$ cat src/hdl/rx_mode_pkg.sv
// constants and types shared by the receiver mode controller and its host
// Overview of operation
// - mode select: 0 slave, 1 self polling
// - receiver enable: 0 sleep, 1 run slave
// - host enters run: select 0, enable 1
// - config select bit 3 picks A or B
// - run slave needs preamble and sync, no wakeup
// - interrupts at frame start, id match, end
// - host reconfigures only in sleep or hold
// - run entry waits for start-up sequencer
// - init state inits receiver, optional buffer clear
// - lock state: no data, no sync indications
// - sync loss returns to symbol sync wait
// - frame start clears buffer when enabled
// - id scan optional, else straight to end check
// - id miss restarts frame search, keeps bits
// - end criterion met: lock or resume sync wait
// - hold bit enters hold from states 3-10
// - hold clear goes to init, no start-up
// - host keeps 40 us before reinit
// - host refuses hold only while polling
// - sleep: rf off, low precision, start-up on exit
// - buffer gets payload only
`default_nettype none
package rx_mode_pkg;
  // ----------------------------------------
  // device register map (link addresses)
  // ----------------------------------------
  localparam logic [7:0] CHIP_MODE_CONTROL_0_ADDR = 8'h02;
  localparam logic [7:0] CHIP_MODE_CONTROL_1_ADDR = 8'h03;
  localparam logic [7:0] RX_CONTROL_ADDR = 8'h04;
  localparam logic [7:0] CHIP_MODE_CONTROL_0_RESET = 8'h40;
  localparam logic [7:0] CHIP_MODE_CONTROL_1_RESET = 8'h00;
  localparam logic [7:0] RX_CONTROL_RESET = 8'h00;
  // chip_mode_control_0 fields
  localparam int OPERATING_MODE_SELECT_BIT = 0;
  localparam int SLAVE_RECEIVER_ENABLE_BIT = 1;
  localparam int SLAVE_CONFIG_SELECT_BIT = 3;
  localparam int CLKOUT_ENABLE_BIT = 6;
  // chip_mode_control_1 fields
  localparam int HOLD_BIT = 6;
  // rx_control fields
  localparam int INIT_BUFFER_ON_START_BIT = 0;
  localparam int FRAME_START_BUFFER_CLEAR_BIT = 1;
  localparam int MESSAGE_ID_SCAN_ENABLE_BIT = 2;
  localparam int BUFFER_LOCK_ENABLE_BIT = 3;
  // ----------------------------------------
  // link frame
  // ----------------------------------------
  localparam logic [7:0] WRITE_OPCODE = 8'h01;
  localparam int FRAME_BITS = 24;
  // ----------------------------------------
  // host registers (byte offsets on ahb-lite)
  // ----------------------------------------
  localparam logic [7:0] HOST_COMMAND_OFS = 8'h00;
  localparam logic [7:0] HOST_STATUS_OFS = 8'h04;
  localparam int STATUS_BUSY_BIT = 0;
  localparam int STATUS_REFUSED_BIT = 1;
  // ----------------------------------------
  // timing
  // ----------------------------------------
  localparam int CLK_PERIOD_NS = 50;
  localparam int SCLK_HALF_CYC = 4;
  localparam int REINIT_GAP_NS = 40000;
  localparam int REINIT_GAP_CYC =
    (REINIT_GAP_NS + CLK_PERIOD_NS - 1) / CLK_PERIOD_NS;
  // ----------------------------------------
  // run mode slave states
  // ----------------------------------------
  typedef enum logic [3:0] {
    ST_SLEEP, ST_STARTUP, ST_INIT, ST_LOCKED, ST_SYM_WAIT,
    ST_FRAME_WAIT, ST_BUF_INIT, ST_MID_CHECK, ST_MID_INIT,
    ST_MID_WAIT, ST_EOM_CHECK, ST_HOLD, ST_POLL
  } rx_state_t;
endpackage
`default_nettype wire

$ cat src/hdl/rx_link_if.sv
// serial control link between host controller and receiver
`default_nettype none
interface rx_link_if;
  logic sclk; // link clock, made by host, idle low
  logic cs_n; // frame select, active low
  logic mosi; // command data, msb first
  modport dev (input sclk, input cs_n, input mosi);
  modport host (output sclk, output cs_n, output mosi);
endinterface
`default_nettype wire

$ cat src/hdl/rx_mode_device.sv
// receiver mode controller: link register slave and run mode slave fsm
//
// Decided for this implementation: the AHB-Lite register port.
`default_nettype none
module rx_mode_device (
  input wire logic hclk,
  input wire logic hresetn,
  rx_link_if.dev link,
  input wire logic startup_done,
  input wire logic sym_sync,
  input wire logic frame_sync,
  input wire logic id_done,
  input wire logic id_valid,
  input wire logic eom_detect,
  input wire logic rx_bit_valid,
  input wire logic rx_bit,
  input wire logic buffer_release,
  output logic rf_enable,
  output logic osc_low_precision,
  output logic self_poll_enable,
  output logic config_sel,
  output logic clkout_enable,
  output logic rx_init,
  output logic buf_clear,
  output logic buf_wr,
  output logic buf_wr_bit,
  output logic buf_lock,
  output logic id_scan_init,
  output logic irq_frame_start,
  output logic irq_id_match,
  output logic irq_eom,
  output rx_mode_pkg::rx_state_t state
);
  // ----------------------------------------
  // link input synchronisers
  // ----------------------------------------
  logic sclk_s; // synchronised link clock
  logic cs_n_s; // synchronised frame select
  logic mosi_s; // synchronised data
  sync_2ff #(.RESET_VAL(1'b0)) u_sclk (.hclk(hclk), .hresetn(hresetn),
    .async_in(link.sclk), .sync_out(sclk_s));
  sync_2ff #(.RESET_VAL(1'b1)) u_cs (.hclk(hclk), .hresetn(hresetn),
    .async_in(link.cs_n), .sync_out(cs_n_s));
  sync_2ff #(.RESET_VAL(1'b0)) u_mosi (.hclk(hclk), .hresetn(hresetn),
    .async_in(link.mosi), .sync_out(mosi_s));

  // ----------------------------------------
  // frame receiver
  // ----------------------------------------
  logic sclk_q; // previous link clock level
  logic cs_n_q; // previous frame select level
  logic [23:0] shift_q; // received bits
  logic [4:0] cnt_q; // bits received in frame
  wire logic sclk_rise = sclk_s & ~sclk_q;
  wire logic frame_end = cs_n_s & ~cs_n_q;
  wire logic frame_ok = frame_end &&
    (cnt_q == 5'(rx_mode_pkg::FRAME_BITS)) &&
    (shift_q[23:16] == rx_mode_pkg::WRITE_OPCODE);
  wire logic [7:0] wr_addr = shift_q[15:8];
  wire logic [7:0] wr_data = shift_q[7:0];

  // shift on link clock rising edges inside a frame
  always_ff @(posedge hclk or negedge hresetn) begin
    if (!hresetn) begin
      sclk_q <= 1'b0;
      cs_n_q <= 1'b1;
      shift_q <= 24'h000000;
      cnt_q <= 5'h00;
    end else begin
      sclk_q <= sclk_s;
      cs_n_q <= cs_n_s;
      if (cs_n_s && !frame_end) begin
        cnt_q <= 5'h00; // idle between frames
      end else if (!cs_n_s && sclk_rise) begin
        shift_q <= {shift_q[22:0], mosi_s};
        if (cnt_q != 5'h1f) begin
          cnt_q <= cnt_q + 5'h01;
        end
      end
    end
  end

  // ----------------------------------------
  // control registers
  // ----------------------------------------
  logic [7:0] mode0_q; // chip_mode_control_0
  logic [7:0] mode1_q; // chip_mode_control_1
  logic [7:0] rxctl_q; // rx_control

  // writes land on a complete write frame; others ignored
  always_ff @(posedge hclk or negedge hresetn) begin
    if (!hresetn) begin
      mode0_q <= rx_mode_pkg::CHIP_MODE_CONTROL_0_RESET;
      mode1_q <= rx_mode_pkg::CHIP_MODE_CONTROL_1_RESET;
      rxctl_q <= rx_mode_pkg::RX_CONTROL_RESET;
    end else if (frame_ok) begin
      if (wr_addr == rx_mode_pkg::CHIP_MODE_CONTROL_0_ADDR) begin
        mode0_q <= wr_data;
      end
      if (wr_addr == rx_mode_pkg::CHIP_MODE_CONTROL_1_ADDR) begin
        mode1_q <= wr_data; // hold only changes here
      end
      if (wr_addr == rx_mode_pkg::RX_CONTROL_ADDR) begin
        rxctl_q <= wr_data;
      end
    end
  end

  wire logic poll_mode = mode0_q[rx_mode_pkg::OPERATING_MODE_SELECT_BIT];
  wire logic rx_en = mode0_q[rx_mode_pkg::SLAVE_RECEIVER_ENABLE_BIT];
  wire logic hold = mode1_q[rx_mode_pkg::HOLD_BIT];
  wire logic init_buf =
    rxctl_q[rx_mode_pkg::INIT_BUFFER_ON_START_BIT];
  wire logic fs_clear =
    rxctl_q[rx_mode_pkg::FRAME_START_BUFFER_CLEAR_BIT];
  wire logic mid_en = rxctl_q[rx_mode_pkg::MESSAGE_ID_SCAN_ENABLE_BIT];
  wire logic lock_en = rxctl_q[rx_mode_pkg::BUFFER_LOCK_ENABLE_BIT];

  // ----------------------------------------
  // state machine
  // ----------------------------------------
  rx_mode_pkg::rx_state_t state_d; // next state
  logic lock_q; // buffer lock
  logic init_p; // receiver init pulse
  logic clr_p; // buffer clear pulse
  logic mid_p; // id scanner init pulse
  logic fs_p; // frame start event
  logic idm_p; // id match event
  logic eom_p; // end of message event
  logic lock_set; // lock requested at end of message
  wire logic in_hold_range = (state >= rx_mode_pkg::ST_LOCKED) &&
    (state <= rx_mode_pkg::ST_EOM_CHECK);
  wire logic in_frame = (state >= rx_mode_pkg::ST_FRAME_WAIT) &&
    (state <= rx_mode_pkg::ST_EOM_CHECK);
  wire logic storing = (state >= rx_mode_pkg::ST_BUF_INIT) &&
    (state <= rx_mode_pkg::ST_EOM_CHECK);

  // next state and one-cycle actions
  always_comb begin
    state_d = state;
    init_p = 1'b0;
    clr_p = 1'b0;
    mid_p = 1'b0;
    fs_p = 1'b0;
    idm_p = 1'b0;
    eom_p = 1'b0;
    lock_set = 1'b0;
    if (poll_mode) begin
      state_d = rx_mode_pkg::ST_POLL; // self polling
    end else if (!rx_en) begin
      state_d = rx_mode_pkg::ST_SLEEP; // slave sleep
    end else if (hold && in_hold_range) begin
      state_d = rx_mode_pkg::ST_HOLD;
    end else if (in_frame && !sym_sync) begin
      state_d = rx_mode_pkg::ST_SYM_WAIT; // sync lost
    end else begin
      case (state)
        rx_mode_pkg::ST_SLEEP, rx_mode_pkg::ST_POLL: begin
          state_d = rx_mode_pkg::ST_STARTUP;
        end
        rx_mode_pkg::ST_STARTUP: begin
          if (startup_done) begin
            state_d = rx_mode_pkg::ST_INIT;
          end
        end
        rx_mode_pkg::ST_INIT: begin
          init_p = 1'b1; // load selected config
          clr_p = init_buf;
          state_d = lock_q ? rx_mode_pkg::ST_LOCKED :
            rx_mode_pkg::ST_SYM_WAIT;
        end
        rx_mode_pkg::ST_LOCKED: begin
          if (!lock_q) begin
            state_d = rx_mode_pkg::ST_SYM_WAIT;
          end
        end
        rx_mode_pkg::ST_SYM_WAIT: begin
          if (sym_sync) begin
            state_d = rx_mode_pkg::ST_FRAME_WAIT;
          end
        end
        rx_mode_pkg::ST_FRAME_WAIT: begin
          if (frame_sync) begin
            fs_p = 1'b1; // preamble and sync seen
            state_d = rx_mode_pkg::ST_BUF_INIT;
          end
        end
        rx_mode_pkg::ST_BUF_INIT: begin
          clr_p = fs_clear;
          state_d = rx_mode_pkg::ST_MID_CHECK;
        end
        rx_mode_pkg::ST_MID_CHECK: begin
          state_d = mid_en ? rx_mode_pkg::ST_MID_INIT :
            rx_mode_pkg::ST_EOM_CHECK;
        end
        rx_mode_pkg::ST_MID_INIT: begin
          mid_p = 1'b1;
          state_d = rx_mode_pkg::ST_MID_WAIT;
        end
        rx_mode_pkg::ST_MID_WAIT: begin
          if (id_done && id_valid) begin
            idm_p = 1'b1;
            state_d = rx_mode_pkg::ST_EOM_CHECK;
          end else if (id_done) begin
            state_d = rx_mode_pkg::ST_FRAME_WAIT; // bits kept
          end
        end
        rx_mode_pkg::ST_EOM_CHECK: begin
          if (eom_detect) begin
            eom_p = 1'b1;
            lock_set = lock_en;
            state_d = lock_en ? rx_mode_pkg::ST_LOCKED :
              rx_mode_pkg::ST_SYM_WAIT;
          end
        end
        rx_mode_pkg::ST_HOLD: begin
          if (!hold) begin
            state_d = rx_mode_pkg::ST_INIT; // no start-up
          end
        end
        default: begin
          state_d = rx_mode_pkg::ST_SLEEP;
        end
      endcase
    end
  end

  // state, lock and registered outputs
  always_ff @(posedge hclk or negedge hresetn) begin
    if (!hresetn) begin
      state <= rx_mode_pkg::ST_SLEEP;
      lock_q <= 1'b0;
      rx_init <= 1'b0;
      buf_clear <= 1'b0;
      id_scan_init <= 1'b0;
      irq_frame_start <= 1'b0;
      irq_id_match <= 1'b0;
      irq_eom <= 1'b0;
      buf_wr <= 1'b0;
      buf_wr_bit <= 1'b0;
    end else begin
      state <= state_d;
      if (lock_set) begin
        lock_q <= 1'b1; // set wins over release
      end else if (buffer_release) begin
        lock_q <= 1'b0;
      end
      rx_init <= init_p;
      buf_clear <= clr_p;
      id_scan_init <= mid_p;
      irq_frame_start <= fs_p;
      irq_id_match <= idm_p;
      irq_eom <= eom_p;
      // payload only, never in lock or before sync
      buf_wr <= storing && rx_bit_valid && sym_sync;
      buf_wr_bit <= rx_bit;
    end
  end

  // ----------------------------------------
  // mode outputs
  // ----------------------------------------
  assign buf_lock = lock_q;
  assign rf_enable = (state != rx_mode_pkg::ST_SLEEP);
  assign osc_low_precision = (state == rx_mode_pkg::ST_SLEEP);
  assign self_poll_enable = (state == rx_mode_pkg::ST_POLL);
  assign config_sel = mode0_q[rx_mode_pkg::SLAVE_CONFIG_SELECT_BIT];
  assign clkout_enable = mode0_q[rx_mode_pkg::CLKOUT_ENABLE_BIT];
endmodule // rx_mode_device
`default_nettype wire

$ cat src/hdl/sync_2ff.sv
// two flip-flop synchroniser for one level
`default_nettype none
module sync_2ff #(
  parameter logic RESET_VAL = 1'b0
) (
  input wire logic hclk,
  input wire logic hresetn,
  input wire logic async_in,
  output logic sync_out
);
  logic meta_q; // first stage, read by second only
  // ----------------------------------------
  // two stages
  // ----------------------------------------
  always_ff @(posedge hclk or negedge hresetn) begin
    if (!hresetn) begin
      meta_q <= RESET_VAL;
      sync_out <= RESET_VAL;
    end else begin
      meta_q <= async_in;
      sync_out <= meta_q;
    end
  end
endmodule // sync_2ff
`default_nettype wire

$ cat src/flat_wrapper.sv
// flat-port wrapper written by rule: the top's interface ports become plain ports
module rx_mode_device_flat 
  (hclk, hresetn, startup_done, sym_sync, frame_sync, id_done, id_valid, eom_detect, rx_bit_valid, rx_bit, buffer_release, rf_enable, osc_low_precision, self_poll_enable, config_sel, clkout_enable, rx_init, buf_clear, buf_wr, buf_wr_bit, buf_lock, id_scan_init, irq_frame_start, irq_id_match, irq_eom, state, link_sclk, link_cs_n, link_mosi);
  rx_link_if link_i ();
  input wire logic hclk;
  input wire logic hresetn;
  input wire logic startup_done;
  input wire logic sym_sync;
  input wire logic frame_sync;
  input wire logic id_done;
  input wire logic id_valid;
  input wire logic eom_detect;
  input wire logic rx_bit_valid;
  input wire logic rx_bit;
  input wire logic buffer_release;
  output logic rf_enable;
  output logic osc_low_precision;
  output logic self_poll_enable;
  output logic config_sel;
  output logic clkout_enable;
  output logic rx_init;
  output logic buf_clear;
  output logic buf_wr;
  output logic buf_wr_bit;
  output logic buf_lock;
  output logic id_scan_init;
  output logic irq_frame_start;
  output logic irq_id_match;
  output logic irq_eom;
  output rx_mode_pkg::rx_state_t state;
  input wire logic [$bits(link_i.sclk)-1:0] link_sclk;
  input wire logic [$bits(link_i.cs_n)-1:0] link_cs_n;
  input wire logic [$bits(link_i.mosi)-1:0] link_mosi;
  assign link_i.sclk = link_sclk;
  assign link_i.cs_n = link_cs_n;
  assign link_i.mosi = link_mosi;
  rx_mode_device u_core (.hclk(hclk), .hresetn(hresetn), .link(link_i), .startup_done(startup_done), .sym_sync(sym_sync), .frame_sync(frame_sync), .id_done(id_done), .id_valid(id_valid), .eom_detect(eom_detect), .rx_bit_valid(rx_bit_valid), .rx_bit(rx_bit), .buffer_release(buffer_release), .rf_enable(rf_enable), .osc_low_precision(osc_low_precision), .self_poll_enable(self_poll_enable), .config_sel(config_sel), .clkout_enable(clkout_enable), .rx_init(rx_init), .buf_clear(buf_clear), .buf_wr(buf_wr), .buf_wr_bit(buf_wr_bit), .buf_lock(buf_lock), .id_scan_init(id_scan_init), .irq_frame_start(irq_frame_start), .irq_id_match(irq_id_match), .irq_eom(irq_eom), .state(state));
endmodule
$ cat config.mk
export PLATFORM = sky130hd
export DESIGN_NAME = rx_mode_device_flat
export DESIGN_NICKNAME = d
export VERILOG_FILES = /design/src/hdl/rx_mode_pkg.sv /design/src/hdl/rx_link_if.sv /design/src/hdl/rx_mode_device.sv /design/src/hdl/sync_2ff.sv /design/src/flat_wrapper.sv
export SDC_FILE = /design/constraint.sdc
export NUM_CORES = 1
export LEC_CHECK = 0
export BUFFER_PORTS_ARGS = -buffer_cell sky130_fd_sc_hd__buf_2
export CAP_MARGIN = 20
export CORE_MARGIN = 2
export CORE_UTILIZATION = 45
export CTS_CLUSTER_SIZE = 16
export DETAILED_ROUTE_END_ITERATION = 10
export GPL_TIMING_DRIVEN = 1
export PLACE_DENSITY = 0.71
export SLEW_MARGIN = 10
export SYNTH_ARGS = -nofsm -noshare
export SYNTH_HDL_FRONTEND = slang
export SYNTH_SLANG_ARGS = --single-unit
export TNS_END_PERCENT = 100
$ cat constraint.sdc
create_clock -name hclk -period 3.11 [get_ports hclk]
set_clock_uncertainty 0.2 [all_clocks]
set_input_delay 0.311 -clock hclk [delete_from_list [all_inputs] [get_ports hclk]]
set_output_delay 0.311 -clock hclk [all_outputs]
set_load 0.05 [all_outputs]
==> results.md <==
- Result of the run: completed
- Cell chain of the critical path: inv_1 -> ha_1 -> nor4bb_1 -> nand3_1 -> or4_4 -> nor3b_4 -> mux2_2
- Largest net degree at the start of global routing: 43
- Standard cell area after detailed placement: 2980 um2
- Remaining routing DRC violations: 0
- Post-CTS setup buffers: 0
- Total wire length: 5.01 mm
- Setup repair after global routing missed its margin: false
- Timing-limited maximum frequency: 0.401 GHz
- Kind of cell adding the most delay to the critical path: simple AND/OR/NAND/NOR gates
- Fraction of layout instances using a drive strength above 1: 37.3%
- CTS buffer count: 9
- Max-capacitance violation count: 0
- Count of clock tree sinks: 59
- Area of all placed cells without fillers: 3230 um2
- Worst slew pin tran: 0.510 ns
- Ys async rst share: 100%
- Synth Instances: 220
- Total half-perimeter wirelength after legalization and detailed placement: 3.51 mm
- Chip Width: 81.6 um
- Synth area leader: dfrtp_1
- CTS hold repair buffers: 5
- DP Cell Count: 322
- Number of antenna violations at the first check in global routing: 0
- Post-route minimum period: 2.49 ns
- Worst vdd ir: 0.405 mV
- Starting density of the core: 46.0%
- Routability congestion estimate from global placement: 0.885
- R2R setup slack: 0.62 ns
- Power per Cell Area: 520 nW/um2
- Count of buffers from port buffering: 31
- Net switching component of the power: 395 uW
- Crit Path Category: reg -> reg
- Clock tree from TritonCTS: built
- Area contributors post-synth: dfrtp_1 (51%), mux2_2 (15%), dfstp_2 (3.9%), a21oi_1 (2.4%), mux2i_1 (1.8%)
- Max Buffers Root-to-Sink: 2
- Number of hold-slack violations in the final timing report: 0
- Internal Dissipation: 1290 uW
- Syn avg cell area: 12.3 um2
- Arr. time, crit path: 2.50 ns
- Clock Latency Late Sink: 0.33 ns
- Post-route clock period utilization: 80.1%
- Buffers & Inverters on Critical Path: 1
- Antenna Nets Post-Route: 0
- Overflow left after global routing: 0
- Startpoint Class: flop
- CTS resizes: 0
- Setup violation total in the final timing report: 0
- Clock slew at reported path FFs: 0.06 ns
- Net switching fraction of the power: 23.5%
- Proportion of synthesized chip area in sequential cells: 54.7%
- Slowest cell on the critical path: or4_4
- Iteration-0 DRC Markers: 80
- Via count of the first global-routing pass: 1795
- Largest fanout on the critical path: 4
- Seq pwr share: 52.4%
- Longest individual stage delay on the worst path: 0.48 ns
- Combined area of all synthesized cells: 2710 um2
- Global-route usage over all layers: 17.1%
- Proportion of power drawn by the clock network: 41.1%
- Synth warn: 0
- CTS root buf: clkbuf_8
- First-pass GRT wire length: 8.53 mm
- Chip Height: 81.6 um
- Via count: 1860
- Io pins: 32
- Count of cell types in the netlist: 51
- H-Tree Level Count: 3
- Final max-slew violation count: 0
- Layout overhead on the synthesized area: 19.2%
- Post-synth EDFFs: 0
- Standard-cell rows: 28
- Core Footprint: 5890 um2
- Class of the tightest hold or removal check: in -> reg
- Gate power share: 6.5%
- Routed WL per cell: 14.6 um
- Area enclosed by the die boundary: 6660 um2
- Final net count: 280
- Number of synthesized register bits: 59
- Vias/cell: 5.42
- Accumulated negative setup slack: 0 ns
- Share of Yosys cell area claimed by the top area cell type: 50.8%
- Pre-Repair DR Iteration Count: 4
- Post-Synthesis Net Count: 237
- Most used flip-flop cell after synthesis: dfrtp_1
- Worst path required time: 3.12 ns
- Tightest slew margin relative to the limit: 66.0%
- Fill count: 505
- Element type at the critical path end: flop
- Leakage dissipation: 0.00151 uW
- Non-filler cells, final: 343
- Inserted Diodes: 0
[worst paths after layout]
check,depth (start not counted),start,end
setup / recovery,7,u_core.cnt_q[0],u_core.rxctl_q[1]
hold / removal,3,eom_detect,u_core.irq_eom
setup reg to reg,7,u_core.cnt_q[0],u_core.rxctl_q[1]
hold reg to reg,0,u_core.u_mosi.meta_q,u_core.u_mosi.sync_out
max in group asynchronous,3,hresetn,u_core.u_cs.sync_out
min in group asynchronous,2,hresetn,u_core.id_scan_init
[registers in the layout, summed over array words and instances (netlist names), 4 cells and up]
name	flops
u_core.shift_q	24
u_core.cnt_q	5
u_core.mode0_q	4
u_core.rxctl_q	4
u_core.state	4
[worst reg2reg max path, stage by stage, from the launching register on]
cell and delay (ns):
dfrtp_1 0.41, inv_1 0.07, ha_1 0.13, nor4bb_1 0.27, nand3_1 0.15, or4_4 0.48, nor3b_4 0.29, mux2_2 0.37
[final cells by class]
type | count | area [um2] | area share (%)
Clock inverter | 5 | 62.6 | 1.94
Multi-Input combinational cell | 141 | 1150 | 35.8
Sequential cell | 59 | 1480 | 45.9
Tap cell | 75 | 93.8 | 2.91
Timing Repair Buffer | 44 | 265 | 8.21
Inverter | 8 | 30.0 | 0.930
Clock buffer | 11 | 141 | 4.38
[routing by layer]
layer | global-route usage, % | routed length [um]
met1 | 22.1 | 2360
met2 | 26.5 | 2300
met3 | 6.15 | 269
met4 | 6.17 | 84
met5 | 0 | 0
[cell usage after synthesis (2+ instances only)]
cell,number
inv_1,8
or4_1,2
nor4bb_1,2
mux2_2,35
buf_2,2
nor2_1,5
dfrtp_1,55
o21ai_0,3
o22ai_1,3
nand4_1,2
a2bb2oi_1,3
a21oi_1,13
nand2_1,8
nor4_1,4
xor2_1,2
ha_1,3
nor3b_4,2
nand3_1,2
nor3b_1,4
nand2b_1,7
nor3_1,4
dfstp_2,4
clkbuf_1,10
o32a_1,2
nand3b_1,2
nor2b_1,3
and2_1,2
mux2i_1,5
[power groups by stage]
stage	combinational, uW	sequential [uW]	clock [uW]
5_1_grt	121	889	751
6_report	109	880	691
3_3_place_gp	103	893	0
2_1_floorplan	68.7	877	0
3_5_place_dp	106	895	0
4_1_cts	111	880	720
[stage by stage]
step	util (%)	hold WS [ns]	power, uW	setup slack (ns)
2_1_floorplan	-	-0.185	945	0.409
3_3_place_gp	50.6	0.0689	996	0.674
3_5_place_dp	50.6	0.0723	1000	0.620
4_1_cts	54.9	0.0127	1710	0.600
5_1_grt	54.9	0.0449	1760	0.479
6_report	54.9	0.0279	1680	0.619
[logic make-up after synthesis]
logic type / synth area share [%]
compound gates: 10.3
fa+ha+maj: 1.39
buf+inv: 2.86
mux: 16.4
xor+xnor: 0.970
simple gates: 13.3
flops: 54.7
[layout by cell type, fill, tap and decap left out, types with 3 or more instances in the layout]
cell	netlist	final
a21oi_1	13	13
dlygate4sd3_1	0	5
o22ai_1	3	3
buf_2	2	31
nor2b_1	3	3
mux2i_1	5	5
clkbuf_8	0	10
mux2_2	35	35
nand2_1	8	8
nor3_1	4	4
o21ai_0	3	3
inv_1	8	8
nor4_1	4	4
nor2_1	5	5
dfrtp_1	55	55
nor3b_1	4	3
nand2b_1	7	7
ha_1	3	3
a2bb2oi_1	3	3
buf_4	0	8
dfstp_2	4	4
Note: power is estimated with default switching activity, not from simulation.
